--- src/mlfh_defs.svh ---
// Constants for the motor lock fault handler: register map, fields, timing.
// Assumes a 40 MHz system clock and APB with 32-bit data.
`ifndef MLFH_DEFS_SVH
`define MLFH_DEFS_SVH

// ************************************************
// Register byte addresses
// ************************************************
`define MLFH_A_CTRL 12'h000
`define MLFH_A_OVSPD 12'h004
`define MLFH_A_SYNC 12'h008
`define MLFH_A_OPEN 12'h00C
`define MLFH_A_STAT 12'h010
`define MLFH_A_IRQ_EN 12'h014
`define MLFH_A_IRQ_CLR 12'h018
`define MLFH_A_IRQ_ST 12'h01C

// ************************************************
// Control fields
// ************************************************
`define MLFH_CTRL_MODE_LSB 0
`define MLFH_CTRL_OVS_EN 4
`define MLFH_CTRL_SYN_EN 5
`define MLFH_CTRL_OPN_EN 6
`define MLFH_CTRL_START_LSB 8
`define MLFH_CTRL_RETRY_LSB 12
`define MLFH_CTRL_CLR 16
`define MLFH_CTRL_RESET 32'h0000_0000

// ************************************************
// Mode codes and startup code
// ************************************************
`define MLFH_MODE_REPORT 4'h8
`define MLFH_START_PROBE 2'h2

// ************************************************
// Timing
// ************************************************
`define MLFH_CLK_HZ 40000000
`define MLFH_RETRY_BASE_MS 100
`define MLFH_RETRY_BASE_CYC (`MLFH_CLK_HZ / 1000 * `MLFH_RETRY_BASE_MS)
`define MLFH_PROBE_DIV0 4
`define MLFH_PROBE_DIV1 40
`define MLFH_PROBE_DIV2 400
`define MLFH_PROBE_DIV3 4000

`endif

--- src/mlfh_pkg.sv ---
// Types for the motor lock fault handler.
// Assumes mlfh_defs.svh supplies the numbers.
package mlfh_pkg;

  typedef enum logic [3:0] {
    MLFH_RUN = 4'b0001,
    MLFH_LATCH = 4'b0010,
    MLFH_RETRY = 4'b0100,
    MLFH_REPORT = 4'b1000
  } mlfh_state_e;

  typedef enum logic [3:0] {
    MLFH_P_IDLE = 4'b0001,
    MLFH_P_RISE = 4'b0010,
    MLFH_P_DECAY = 4'b0100,
    MLFH_P_DONE = 4'b1000
  } mlfh_probe_e;

  typedef struct packed {
    logic [2:0] high_on;
    logic [2:0] low_on;
  } mlfh_gate_s;

  typedef struct packed {
    logic probe_rate_fault;
    logic probe_decay_timeout_fault;
    logic probe_rise_timeout_fault;
    logic open_motor_lock;
    logic sync_loss_lock;
    logic overspeed_lock;
    logic motor_lock;
    logic controller_fault;
  } mlfh_flags_s;

endpackage : mlfh_pkg

--- src/mlfh_lock_handler.sv ---
// Motor lock fault handler: lock detectors, response modes, probe timers, APB registers.
// Assumes synchronous inputs on clk_sys and an APB master that waits for pready.
//
// Notes on behaviour
// RULE1: Mode 00xx: lock event applies low-bit gate state and drives fault pin low.
// RULE2: Gate state codes: all off, recirculate, all high on, all low on.
// RULE3: Latched mode sets controller, motor lock and specific condition flags.
// RULE4: Latched shutdown ends only after condition clears and clear command.
// RULE5: Mode 01xx applies same gate states, fault pin low, sets flags.
// RULE6: Retry mode recovers after retry interval, clearing flags without software.
// RULE7: Mode 1000 only reports flags; gate drive continues.
// RULE8: Report flags stay until condition gone and clear command written.
// RULE9: Mode 1xx1 takes no action on lock events.
// RULE10: Speed above overspeed threshold raises overspeed lock.
// RULE11: Missed zero-crossing count reaching limit raises sync loss lock.
// RULE12: Low-side current below threshold beyond filter time raises open motor lock.
// RULE13: Each detector has its own enable; disabled never raises events.
// RULE14: Probe startup times rise and decay with 12-bit timers; overflow fails.
// RULE15: Rise timed at 10 MHz, 1 MHz, 100 kHz, 10 kHz; all overflow faults.
// RULE16: Decay timed with same four rates; all overflow raises decay fault.
// RULE17: Probe pulse commanded before decay completes raises probe rate fault.
// RULE18: Latched faults hold partial shutdown until clear written after condition clears.
// RULE19: Modes 1010, 1100, 1110 act as disabled.
//
// Local design decisions: the APB register port and the register offsets.
`timescale 1ns/1ps
`default_nettype none
`include "mlfh_defs.svh"

module mlfh_lock_handler #(
  parameter int SPEED_W = 16,
  parameter int CUR_W = 12,
  parameter int MISS_W = 4,
  parameter int FILT_W = 16,
  parameter int RETRY_BASE = `MLFH_RETRY_BASE_CYC
) (
  input wire logic clk_sys,
  input wire logic reset,
  input wire logic psel,
  input wire logic penable,
  input wire logic pwrite,
  input wire logic [11:0] paddr,
  input wire logic [31:0] pwdata,
  output logic [31:0] prdata,
  output logic pready,
  output logic pslverr,
  input wire logic [SPEED_W-1:0] speed_meas,
  input wire logic zc_window_end,
  input wire logic zc_detected,
  input wire logic [CUR_W-1:0] low_side_current,
  input wire logic [5:0] gate_cmd,
  input wire logic [5:0] gate_switching,
  input wire logic recirc_done,
  input wire logic probe_start,
  input wire logic probe_at_threshold,
  input wire logic probe_at_zero,
  output logic [5:0] gate_out,
  output logic fault_out_n,
  output logic irq
);

  // ************************************************
  // Registers
  // ************************************************
  logic [31:0] ctrl_r;
  logic [SPEED_W-1:0] overspeed_threshold_r;
  logic [MISS_W-1:0] sync_miss_limit_r;
  logic [CUR_W-1:0] open_motor_current_threshold_r;
  logic [FILT_W-1:0] open_motor_filter_time_r;
  logic [7:0] irq_en_r;
  logic [7:0] irq_st_r;
  mlfh_pkg::mlfh_flags_s flags_r;
  mlfh_pkg::mlfh_state_e state_r;
  mlfh_pkg::mlfh_state_e state_nxt;
  logic [5:0] gate_hold_r;
  logic [MISS_W-1:0] miss_cnt_r;
  logic [FILT_W-1:0] filt_cnt_r;
  logic [31:0] retry_cnt_r;

  // ************************************************
  // APB decode
  // ************************************************
  wire logic wr_stb = psel && penable && pwrite;
  wire logic rd_phase = psel && !penable;
  wire logic hit_ctrl = paddr == `MLFH_A_CTRL;
  wire logic hit_ovs = paddr == `MLFH_A_OVSPD;
  wire logic hit_sync = paddr == `MLFH_A_SYNC;
  wire logic hit_open = paddr == `MLFH_A_OPEN;
  wire logic hit_stat = paddr == `MLFH_A_STAT;
  wire logic hit_ien = paddr == `MLFH_A_IRQ_EN;
  wire logic hit_iclr = paddr == `MLFH_A_IRQ_CLR;
  wire logic hit_ist = paddr == `MLFH_A_IRQ_ST;
  wire logic hit_any = hit_ctrl | hit_ovs | hit_sync | hit_open | hit_stat | hit_ien | hit_iclr | hit_ist;
  wire logic [31:0] rd_mux =
    hit_ctrl ? ctrl_r :
    hit_ovs ? 32'(overspeed_threshold_r) :
    hit_sync ? 32'(sync_miss_limit_r) :
    hit_open ? {open_motor_filter_time_r, 16'(open_motor_current_threshold_r)} :
    hit_stat ? {state_r, 20'h0_0000, flags_r} :
    hit_ien ? {24'h00_0000, irq_en_r} :
    hit_ist ? {24'h00_0000, irq_st_r} : 32'h0000_0000;
  // Clear command is a self-clearing strobe, so it reads back as zero
  wire logic clr_cmd = wr_stb && hit_ctrl && pwdata[`MLFH_CTRL_CLR];

  // ************************************************
  // Fields
  // ************************************************
  wire logic [3:0] mode = ctrl_r[`MLFH_CTRL_MODE_LSB +: 4];
  wire logic [1:0] startup_method = ctrl_r[`MLFH_CTRL_START_LSB +: 2];
  wire logic [3:0] lock_retry_time_sel = ctrl_r[`MLFH_CTRL_RETRY_LSB +: 4];
  wire logic overspeed_check_enable = ctrl_r[`MLFH_CTRL_OVS_EN];
  wire logic sync_loss_check_enable = ctrl_r[`MLFH_CTRL_SYN_EN];
  wire logic open_motor_check_enable = ctrl_r[`MLFH_CTRL_OPN_EN];

  // ************************************************
  // Lock detectors
  // ************************************************
  wire logic ovs_cond = overspeed_check_enable && (speed_meas > overspeed_threshold_r); // RULE10 RULE13
  wire logic miss_evt = zc_window_end && !zc_detected;
  wire logic [MISS_W-1:0] miss_inc = miss_cnt_r + MISS_W'(1);
  wire logic syn_cond = sync_loss_check_enable && (miss_cnt_r >= sync_miss_limit_r)
    && (sync_miss_limit_r != '0); // RULE11 RULE13
  wire logic cur_low = low_side_current < open_motor_current_threshold_r;
  wire logic opn_cond = open_motor_check_enable && cur_low
    && (filt_cnt_r > open_motor_filter_time_r); // RULE12 RULE13
  wire logic lock_any = ovs_cond | syn_cond | opn_cond;

  // ************************************************
  // Mode decode
  // ************************************************
  wire logic mode_latch = mode[3:2] == 2'b00; // RULE1
  wire logic mode_retry = mode[3:2] == 2'b01; // RULE5
  wire logic mode_report = mode == `MLFH_MODE_REPORT; // RULE7
  // Everything else, 1xx1 and the spare codes, is disabled
  wire logic mode_act = mode_latch | mode_retry | mode_report; // RULE9 RULE19
  wire logic lock_evt = lock_any && mode_act;

  // Retry interval is the 100 ms base times select plus one
  wire logic [31:0] retry_len = 32'(RETRY_BASE) * (32'h0000_0001 + 32'(lock_retry_time_sel));
  wire logic retry_done = retry_cnt_r >= retry_len;

  // ************************************************
  // Gate state for the active shutdown code
  // ************************************************
  // Recirculation keeps the conducting device on until energy is gone
  // Held command from the last running cycle, since the controller may move on
  wire logic [5:0] recirc_gate = recirc_done ? 6'h00 : (gate_hold_r & ~gate_switching);
  wire logic [5:0] shut_gate =
    (mode[1:0] == 2'b00) ? 6'h00 :
    (mode[1:0] == 2'b01) ? recirc_gate :
    (mode[1:0] == 2'b10) ? 6'h38 : 6'h07; // RULE2
  wire logic shut = (state_r == mlfh_pkg::MLFH_LATCH) || (state_r == mlfh_pkg::MLFH_RETRY);

  always_comb
  begin
    state_nxt = state_r;
    case (state_r)
      mlfh_pkg::MLFH_RUN:
      begin
        if (lock_evt && mode_latch)
          state_nxt = mlfh_pkg::MLFH_LATCH;
        else if (lock_evt && mode_retry)
          state_nxt = mlfh_pkg::MLFH_RETRY;
        else if (lock_evt && mode_report)
          state_nxt = mlfh_pkg::MLFH_REPORT;
      end
      mlfh_pkg::MLFH_LATCH:
        if (clr_cmd && !lock_any)
          state_nxt = mlfh_pkg::MLFH_RUN; // RULE4 RULE18
      mlfh_pkg::MLFH_RETRY:
        if (retry_done)
          state_nxt = mlfh_pkg::MLFH_RUN; // RULE6
      mlfh_pkg::MLFH_REPORT:
        if (clr_cmd && !lock_any)
          state_nxt = mlfh_pkg::MLFH_RUN; // RULE8
      default:
        state_nxt = mlfh_pkg::MLFH_RUN;
    endcase
  end

  // ************************************************
  // Initial position probe timing
  // ************************************************
  mlfh_pkg::mlfh_probe_e probe_r;
  logic [1:0] rate_r;
  logic [11:0] ptim_r;
  logic [12:0] pdiv_r;
  wire logic [12:0] div_len =
    (rate_r == 2'd0) ? 13'(`MLFH_PROBE_DIV0) :
    (rate_r == 2'd1) ? 13'(`MLFH_PROBE_DIV1) :
    (rate_r == 2'd2) ? 13'(`MLFH_PROBE_DIV2) : 13'(`MLFH_PROBE_DIV3); // RULE15 RULE16
  wire logic probe_on = startup_method == `MLFH_START_PROBE; // RULE14
  wire logic ptick = pdiv_r == div_len - 13'd1;
  wire logic povf = ptick && (ptim_r == 12'hFFF); // RULE14
  wire logic in_rise = probe_r == mlfh_pkg::MLFH_P_RISE;
  wire logic in_decay = probe_r == mlfh_pkg::MLFH_P_DECAY;
  wire logic rise_fail = in_rise && povf && (rate_r == 2'd3); // RULE15
  wire logic decay_fail = in_decay && povf && (rate_r == 2'd3); // RULE16
  wire logic rate_err = probe_start && in_decay; // RULE17
  wire logic restart = (in_rise && probe_at_threshold) || (in_decay && probe_at_zero) || povf;

  always_ff @(posedge clk_sys)
  begin
    if (reset || !probe_on)
    begin
      probe_r <= mlfh_pkg::MLFH_P_IDLE;
      rate_r <= 2'd0;
      ptim_r <= 12'h000;
      pdiv_r <= 13'h0000;
    end
    else
    begin
      pdiv_r <= (ptick || restart) ? 13'h0000 : pdiv_r + 13'd1;
      ptim_r <= restart ? 12'h000 : (ptick ? ptim_r + 12'd1 : ptim_r);
      case (probe_r)
        mlfh_pkg::MLFH_P_IDLE:
          if (probe_start)
            probe_r <= mlfh_pkg::MLFH_P_RISE;
        mlfh_pkg::MLFH_P_RISE:
          if (probe_at_threshold)
          begin
            probe_r <= mlfh_pkg::MLFH_P_DECAY;
            rate_r <= 2'd0;
          end
          else if (povf)
          begin
            rate_r <= rate_r + 2'd1;
            if (rate_r == 2'd3)
              probe_r <= mlfh_pkg::MLFH_P_DONE;
          end
        mlfh_pkg::MLFH_P_DECAY:
          if (probe_at_zero)
          begin
            probe_r <= mlfh_pkg::MLFH_P_IDLE;
            rate_r <= 2'd0;
          end
          else if (povf)
          begin
            rate_r <= rate_r + 2'd1;
            if (rate_r == 2'd3)
              probe_r <= mlfh_pkg::MLFH_P_DONE;
          end
        mlfh_pkg::MLFH_P_DONE:
          if (clr_cmd)
            probe_r <= mlfh_pkg::MLFH_P_IDLE;
        default:
          probe_r <= mlfh_pkg::MLFH_P_IDLE;
      endcase
    end
  end

  // ************************************************
  // Flags: set wins over clear
  // ************************************************
  wire logic flag_clr = (clr_cmd && !lock_any && !shut) || (clr_cmd && state_nxt == mlfh_pkg::MLFH_RUN)
    || (state_r == mlfh_pkg::MLFH_RETRY && retry_done); // RULE6 RULE8
  wire logic probe_clr = clr_cmd;
  wire logic [7:0] flag_set = {rate_err, decay_fail, rise_fail,
    opn_cond && lock_evt, syn_cond && lock_evt, ovs_cond && lock_evt,
    lock_evt, lock_evt | rise_fail | decay_fail | rate_err}; // RULE3 RULE5 RULE7
  wire logic [7:0] flag_keep = {{3{!probe_clr}}, {5{!flag_clr}}};
  wire logic [7:0] flags_nxt = (flags_r & flag_keep) | flag_set;

  // ************************************************
  // Sequential state
  // ************************************************
  always_ff @(posedge clk_sys)
  begin
    if (reset)
    begin
      ctrl_r <= `MLFH_CTRL_RESET;
      overspeed_threshold_r <= '1;
      sync_miss_limit_r <= '1;
      open_motor_current_threshold_r <= '0;
      open_motor_filter_time_r <= '1;
      irq_en_r <= 8'h00;
    end
    else if (wr_stb)
    begin
      if (hit_ctrl)
        ctrl_r <= pwdata & ~(32'h0000_0001 << `MLFH_CTRL_CLR);
      if (hit_ovs)
        overspeed_threshold_r <= pwdata[SPEED_W-1:0];
      if (hit_sync)
        sync_miss_limit_r <= pwdata[MISS_W-1:0];
      if (hit_open)
        {open_motor_filter_time_r, open_motor_current_threshold_r} <= {pwdata[31:16], pwdata[CUR_W-1:0]};
      if (hit_ien)
        irq_en_r <= pwdata[7:0];
    end
  end

  always_ff @(posedge clk_sys)
  begin
    if (reset)
    begin
      state_r <= mlfh_pkg::MLFH_RUN;
      flags_r <= '0;
      irq_st_r <= 8'h00;
      miss_cnt_r <= '0;
      filt_cnt_r <= '0;
      retry_cnt_r <= 32'h0000_0000;
      gate_hold_r <= 6'h00;
      gate_out <= 6'h00;
      fault_out_n <= 1'b1;
      irq <= 1'b0;
      prdata <= 32'h0000_0000;
      pready <= 1'b0;
      pslverr <= 1'b0;
    end
    else
    begin
      state_r <= state_nxt;
      flags_r <= flags_nxt;
      irq_st_r <= (irq_st_r & ~((wr_stb && hit_iclr) ? pwdata[7:0] : 8'h00)) | (flags_nxt & ~flags_r);
      irq <= |((irq_st_r | (flags_nxt & ~flags_r)) & irq_en_r);
      miss_cnt_r <= zc_detected ? '0 : (miss_evt && miss_inc != '0 ? miss_inc : miss_cnt_r); // RULE11
      filt_cnt_r <= (!cur_low) ? '0 : ((&filt_cnt_r) ? filt_cnt_r : filt_cnt_r + FILT_W'(1)); // RULE12
      retry_cnt_r <= (state_r == mlfh_pkg::MLFH_RETRY) ? retry_cnt_r + 32'h0000_0001 : 32'h0000_0000;
      if (state_r == mlfh_pkg::MLFH_RUN)
        gate_hold_r <= gate_cmd;
      gate_out <= (state_nxt == mlfh_pkg::MLFH_LATCH || state_nxt == mlfh_pkg::MLFH_RETRY) ? shut_gate
        : gate_cmd; // RULE1 RULE5 RULE7
      fault_out_n <= !(state_nxt == mlfh_pkg::MLFH_LATCH || state_nxt == mlfh_pkg::MLFH_RETRY
        || flags_nxt[7:5] != 3'b000); // RULE1 RULE5 RULE18
      pready <= rd_phase;
      pslverr <= rd_phase && !hit_any;
      prdata <= (rd_phase && !pwrite) ? rd_mux : 32'h0000_0000;
    end
  end

endmodule : mlfh_lock_handler
`default_nettype wire

--- config.mk ---
export PLATFORM = sky130hd
export DESIGN_NAME = mlfh_lock_handler
export DESIGN_NICKNAME = d
export VERILOG_FILES = /design/src/mlfh_pkg.sv /design/src/mlfh_lock_handler.sv
export VERILOG_INCLUDE_DIRS = /design/src
export SDC_FILE = /design/constraint.sdc
export NUM_CORES = 1
export LEC_CHECK = 0
export BUFFER_PORTS_ARGS = -buffer_cell sky130_fd_sc_hd__buf_2
export CORE_ASPECT_RATIO = 1.2
export CORE_MARGIN = 8
export CORE_UTILIZATION = 45
export DETAILED_ROUTE_END_ITERATION = 6
export PLACE_DENSITY = 0.63
export REMOVE_ABC_BUFFERS = 1
export SLEW_MARGIN = 10
export SYNTH_ARGS = -nofsm -noshare
export SYNTH_HDL_FRONTEND = slang
export SYNTH_SLANG_ARGS = --single-unit
--- constraint.sdc ---
create_clock -name clk_sys -period 8.4 [get_ports clk_sys]
set_input_delay 1.68 -clock clk_sys [delete_from_list [all_inputs] [get_ports clk_sys]]
set_output_delay 1.68 -clock clk_sys [all_outputs]
set_load 0.01 [all_outputs]
==> impl_metrics.csv <==
group,metric,value,unit
status,run_status,"completed",
finish,most_common_library_cell_in_the_layout_ignoring_fill_and_taps,"dfxtp_1",
sta,rsz0062_at_grt,"false",
sta,timing.clock.skew,0.0170,ns
logic_synthesis,muxShareOfSynthArea,1.49,%
hold_path,hold_class,"reg -> reg",
clock_network,cts_made_buffers,26,
hold_path,whs_endpoint,"ctrl_r[7]",
power_and_ir_drop,cellLeakagePower,5.87,nW
power_and_ir_drop,ir_drop,0.129,mV
logic_synthesis,yosys_most_used_dff,"dfxtp_1",
worst_setup_path,setup.worst_path.start_class,"flip-flop",
sta,timing.max_slew.rel_slack,28.9,%
clock_network,cts_tree,"done",
finish,multi_input_comb_area,7010,sq um
sta,timing.final.hold_violations,0,
logic_synthesis,syn-cell-area,12300,sq um
routing,drt_wl_cell,17.3,microns
logic_synthesis,post_synth_fa_ha_maj_area_fraction,11.3,%
worst_setup_path,path_max_fanout,13,
logic_synthesis,number_of_cells_produced_by_synthesis,1459,
routing,wl,33600,microns
global_route,number_of_antenna_violations_at_the_first_check_in_global_routing,1,
logic_synthesis,async_flop_share,0,%
logic_synthesis,synth_compound_gate_area_share,16.2,%
finish,total_number_of_nets_in_the_final_design,1783,
sta,fmax,154,MHz
routing,via_count,10800,
global_route,grt_first_pass_wirelength,53700,microns
worst_setup_path,worstSetupEndpointType,"flip-flop",
logic_synthesis,count_of_flip_flops_with_a_built_in_enable_after_synthesis,0,
hold_path,hold_startpoint,"ctrl_r[7]",
worst_setup_path,regToRegEndpoint,"gate_out[5]",
clock_network,post_cts_hold_buffer_count,0,
finish,fillers,2593,
die,core_area,27000,sq um
routing,drt-vias-per-instance,5.55,
place,dp.cells,1891,
place,numPortBuffers,136,
sta,timing_worst_slew_pin_value,1.06,ns
finish,final_core_util,52.5,%
logic_synthesis,synth_sequential_area_ratio,38.7,%
global_route,overflow,0,
die,ios,137,
global_route,grt_util_all_layers,19.7,%
logic_synthesis,synth-seq-cells,238,
sta,setup_viol,0,
finish,mostFrequentLayoutCells,"dfxtp_1, nor2_1, nand2_1, buf_2, ha_1",
power_and_ir_drop,ratio_of_total_power_to_cell_area,165,nW/um^2
worst_setup_path,crit-reg2reg-launch,"ctrl_r[12]",
logic_synthesis,yosys_warnings,0,
finish,drive_above_1_share,13.1,%
hold_path,whs_path_depth,2,
logic_synthesis,synth.lib_cells_used.distinct,71,
sta,ratio_of_final_minimum_period_to_clock_period,77.2,%
die,floorplan.die.height,197,microns
clock_network,htreeDepth,1,
clock_network,clock-root-buffer,"clkbuf_16",
routing,drt-pass1-iter-count,7,
die,die_outline_width,167,microns
die,placementRows,66,
die,initial_utilization,45.6,%
routing,ant_nets,0,
logic_synthesis,synth-xor-area-share,5.83,%
routing,drc,0,
sta,final_period_minus_worst_setup_slack,6.49,ns
clock_network,cts_sinks,238,
worst_setup_path,regToRegSetupSlack,1.91,ns
worst_setup_path,critical_path_arrival,6.90,ns
power_and_ir_drop,design_power_total,0.00234,W
clock_network,clkTransAtPathRegs,0.06,ns
clock_network,clk_latency,0.53,ns
job,timing.max_cap.violations,0,
clock_network,postCtsSetupRepairBufs,0,
clock_network,cts_resized,0,
place,place.gp.congestion,0.895,
logic_synthesis,synth_simple_gate_area_share,21.9,%
logic_synthesis,synth_top_family_by_area,"simple AND/OR/NAND/NOR gates",
sta,setup-tns-final,0,ns
die,die_area,33000,sq um
routing,drtIter0Drc,762,
worst_setup_path,rr_worst_depth,24,
place,detailedPlacementHpwl,24400,microns
finish,area.growth.synth_to_final,15.0,%
finish,fin_cells,1940,
worst_setup_path,required_time_at_the_endpoint_of_the_critical_path,8.81,ns
global_route,grt_max_degree,68,
global_route,first_global_vias,10400,
worst_setup_path,crit_type,"reg -> reg",
logic_synthesis,syn_area_per_cell,8.44,sq um
clock_network,ctsLongestPathBuffers,3,
sta,maxSlewViolCount,0,
finish,layout.area.seq,4760,sq um
-- where the power goes --
| group | total [W] | switching (W) | internal [W] |
|---|---|---|---|
| Combinational | 0.0000771 | 0.0000471 | 0.0000300 |
| Clock | 0.00113 | 0.000466 | 0.000664 |
| Sequential | 0.00113 | 0.00000205 | 0.00113 |
-- Yosys cell counts (5+ instances only) --
master | n | area, sq um
clkbuf_1 | 47 | 176
or3_1 | 8 | 50.1
a22o_1 | 5 | 43.8
fa_1 | 6 | 120
buf_2 | 5 | 25.0
nor2_1 | 207 | 777
xor2_1 | 43 | 377
nor2b_1 | 16 | 100
a21o_1 | 9 | 67.6
and4_1 | 5 | 43.8
nand2_1 | 167 | 627
a221o_1 | 6 | 60.1
a211oi_1 | 5 | 37.5
nor3b_1 | 7 | 52.6
dfxtp_1 | 238 | 4760
a31oi_1 | 13 | 81.3
nand4_1 | 32 | 200
xnor2_1 | 39 | 342
a22oi_1 | 25 | 188
a222oi_1 | 13 | 130
a221oi_1 | 8 | 70.1
mux2i_1 | 15 | 150
nand3_1 | 33 | 165
ha_1 | 102 | 1280
nor4_1 | 11 | 68.8
nor3_1 | 28 | 140
inv_1 | 96 | 360
o21ai_0 | 25 | 125
nand2b_1 | 18 | 113
a21oi_1 | 101 | 505
o221ai_1 | 5 | 43.8
a211o_1 | 38 | 333
and3_1 | 17 | 106
-- area by class of cell --
| cell class | instances | share of cell area [%] |
|---|---|---|
| multi-input cells | 1072 | 49.4 |
| flip-flops and latches | 238 | 33.6 |
| clock buffers | 39 | 5.44 |
| repair buffers | 146 | 5.40 |
| well taps | 340 | 3.00 |
| inverters | 96 | 2.54 |
| clock inverters | 8 | 0.521 |
| diodes | 1 | 0.0177 |
-- per-stage QoR --
step	hold WS, ns	worst slack [ns]	area, sq um
finish	0.456	1.91	14200
global route	0.473	1.28	14200
CTS	0.455	1.90	14200
detailed placement	0.447	1.93	13300
global placement	0.442	2.12	13300
floorplan	0.425	2.72	12100
-- routing by layer --
| layer | track usage [%] | wire (microns) |
|---|---|---|
| met5 | 0 | 0 |
| met4 | 6.08 | 877 |
| met3 | 3.48 | 2090 |
| met2 | 34.0 | 15900 |
| met1 | 24.8 | 14700 |
-- worst max-delay path: stages, from the launching register on --
cell       delay, ns
dfxtp_1         0.67
nand3_1         0.17
xor2_1          0.36
inv_1           0.23
ha_1            0.33
inv_1           0.05
fa_1            0.47
fa_1            0.52
inv_1           0.05
ha_1            0.33
a21oi_1         0.18
o21ai_0         0.15
nand4_1         0.14
nand3b_1        0.09
a21oi_1         0.18
xnor2_1         0.10
ha_1            0.33
nand4b_1        0.14
nor4_1          0.52
and2_1          0.23
a31oi_1         0.05
nand4_1         0.25
nand2_1         0.13
o2bb2ai_4       0.32
mux2_2          0.38
-- state kept, by name, indices dropped and copies added (netlist names), 6 cells and up --
register                        cells
open_motor_filter_time_r           16
retry_cnt_r                        32
irq_st_r                            8
prdata                             32
ctrl_r                             31
flags_r                             8
overspeed_threshold_r              16
gate_hold_r                         6
open_motor_current_threshold_r     12
ptim_r                             12
filt_cnt_r                         16
pdiv_r                             13
gate_out                            6
irq_en_r                            8
-- kinds of logic (layout without fill, tap and decap cells) --
group                      after synthesis  after routing
other                                    0              1
AOI/OAI and AO/OA                      286            286
buffers and inverters                  149            289
muxes                                   18             18
DFF                                    238            238
and+or+nand+nor                        578            578
xor gates and xnor gates                82             82
adders and majority gates              108            108
-- how the worst max path moves through the flow --
stage | slack (ns) | to | cells past startpoint | start
floorplan | 2.72 | gate_out[4] | 24 | ctrl_r[12]
global placement | 2.12 | gate_out[5] | 24 | ctrl_r[12]
detailed placement | 1.93 | gate_out[5] | 24 | ctrl_r[12]
CTS | 1.90 | gate_out[5] | 24 | ctrl_r[12]
global route | 1.28 | gate_out[5] | 24 | ctrl_r[12]
finish | 1.91 | gate_out[5] | 24 | ctrl_r[12]
Note: power is estimated with default switching activity, not from simulation.
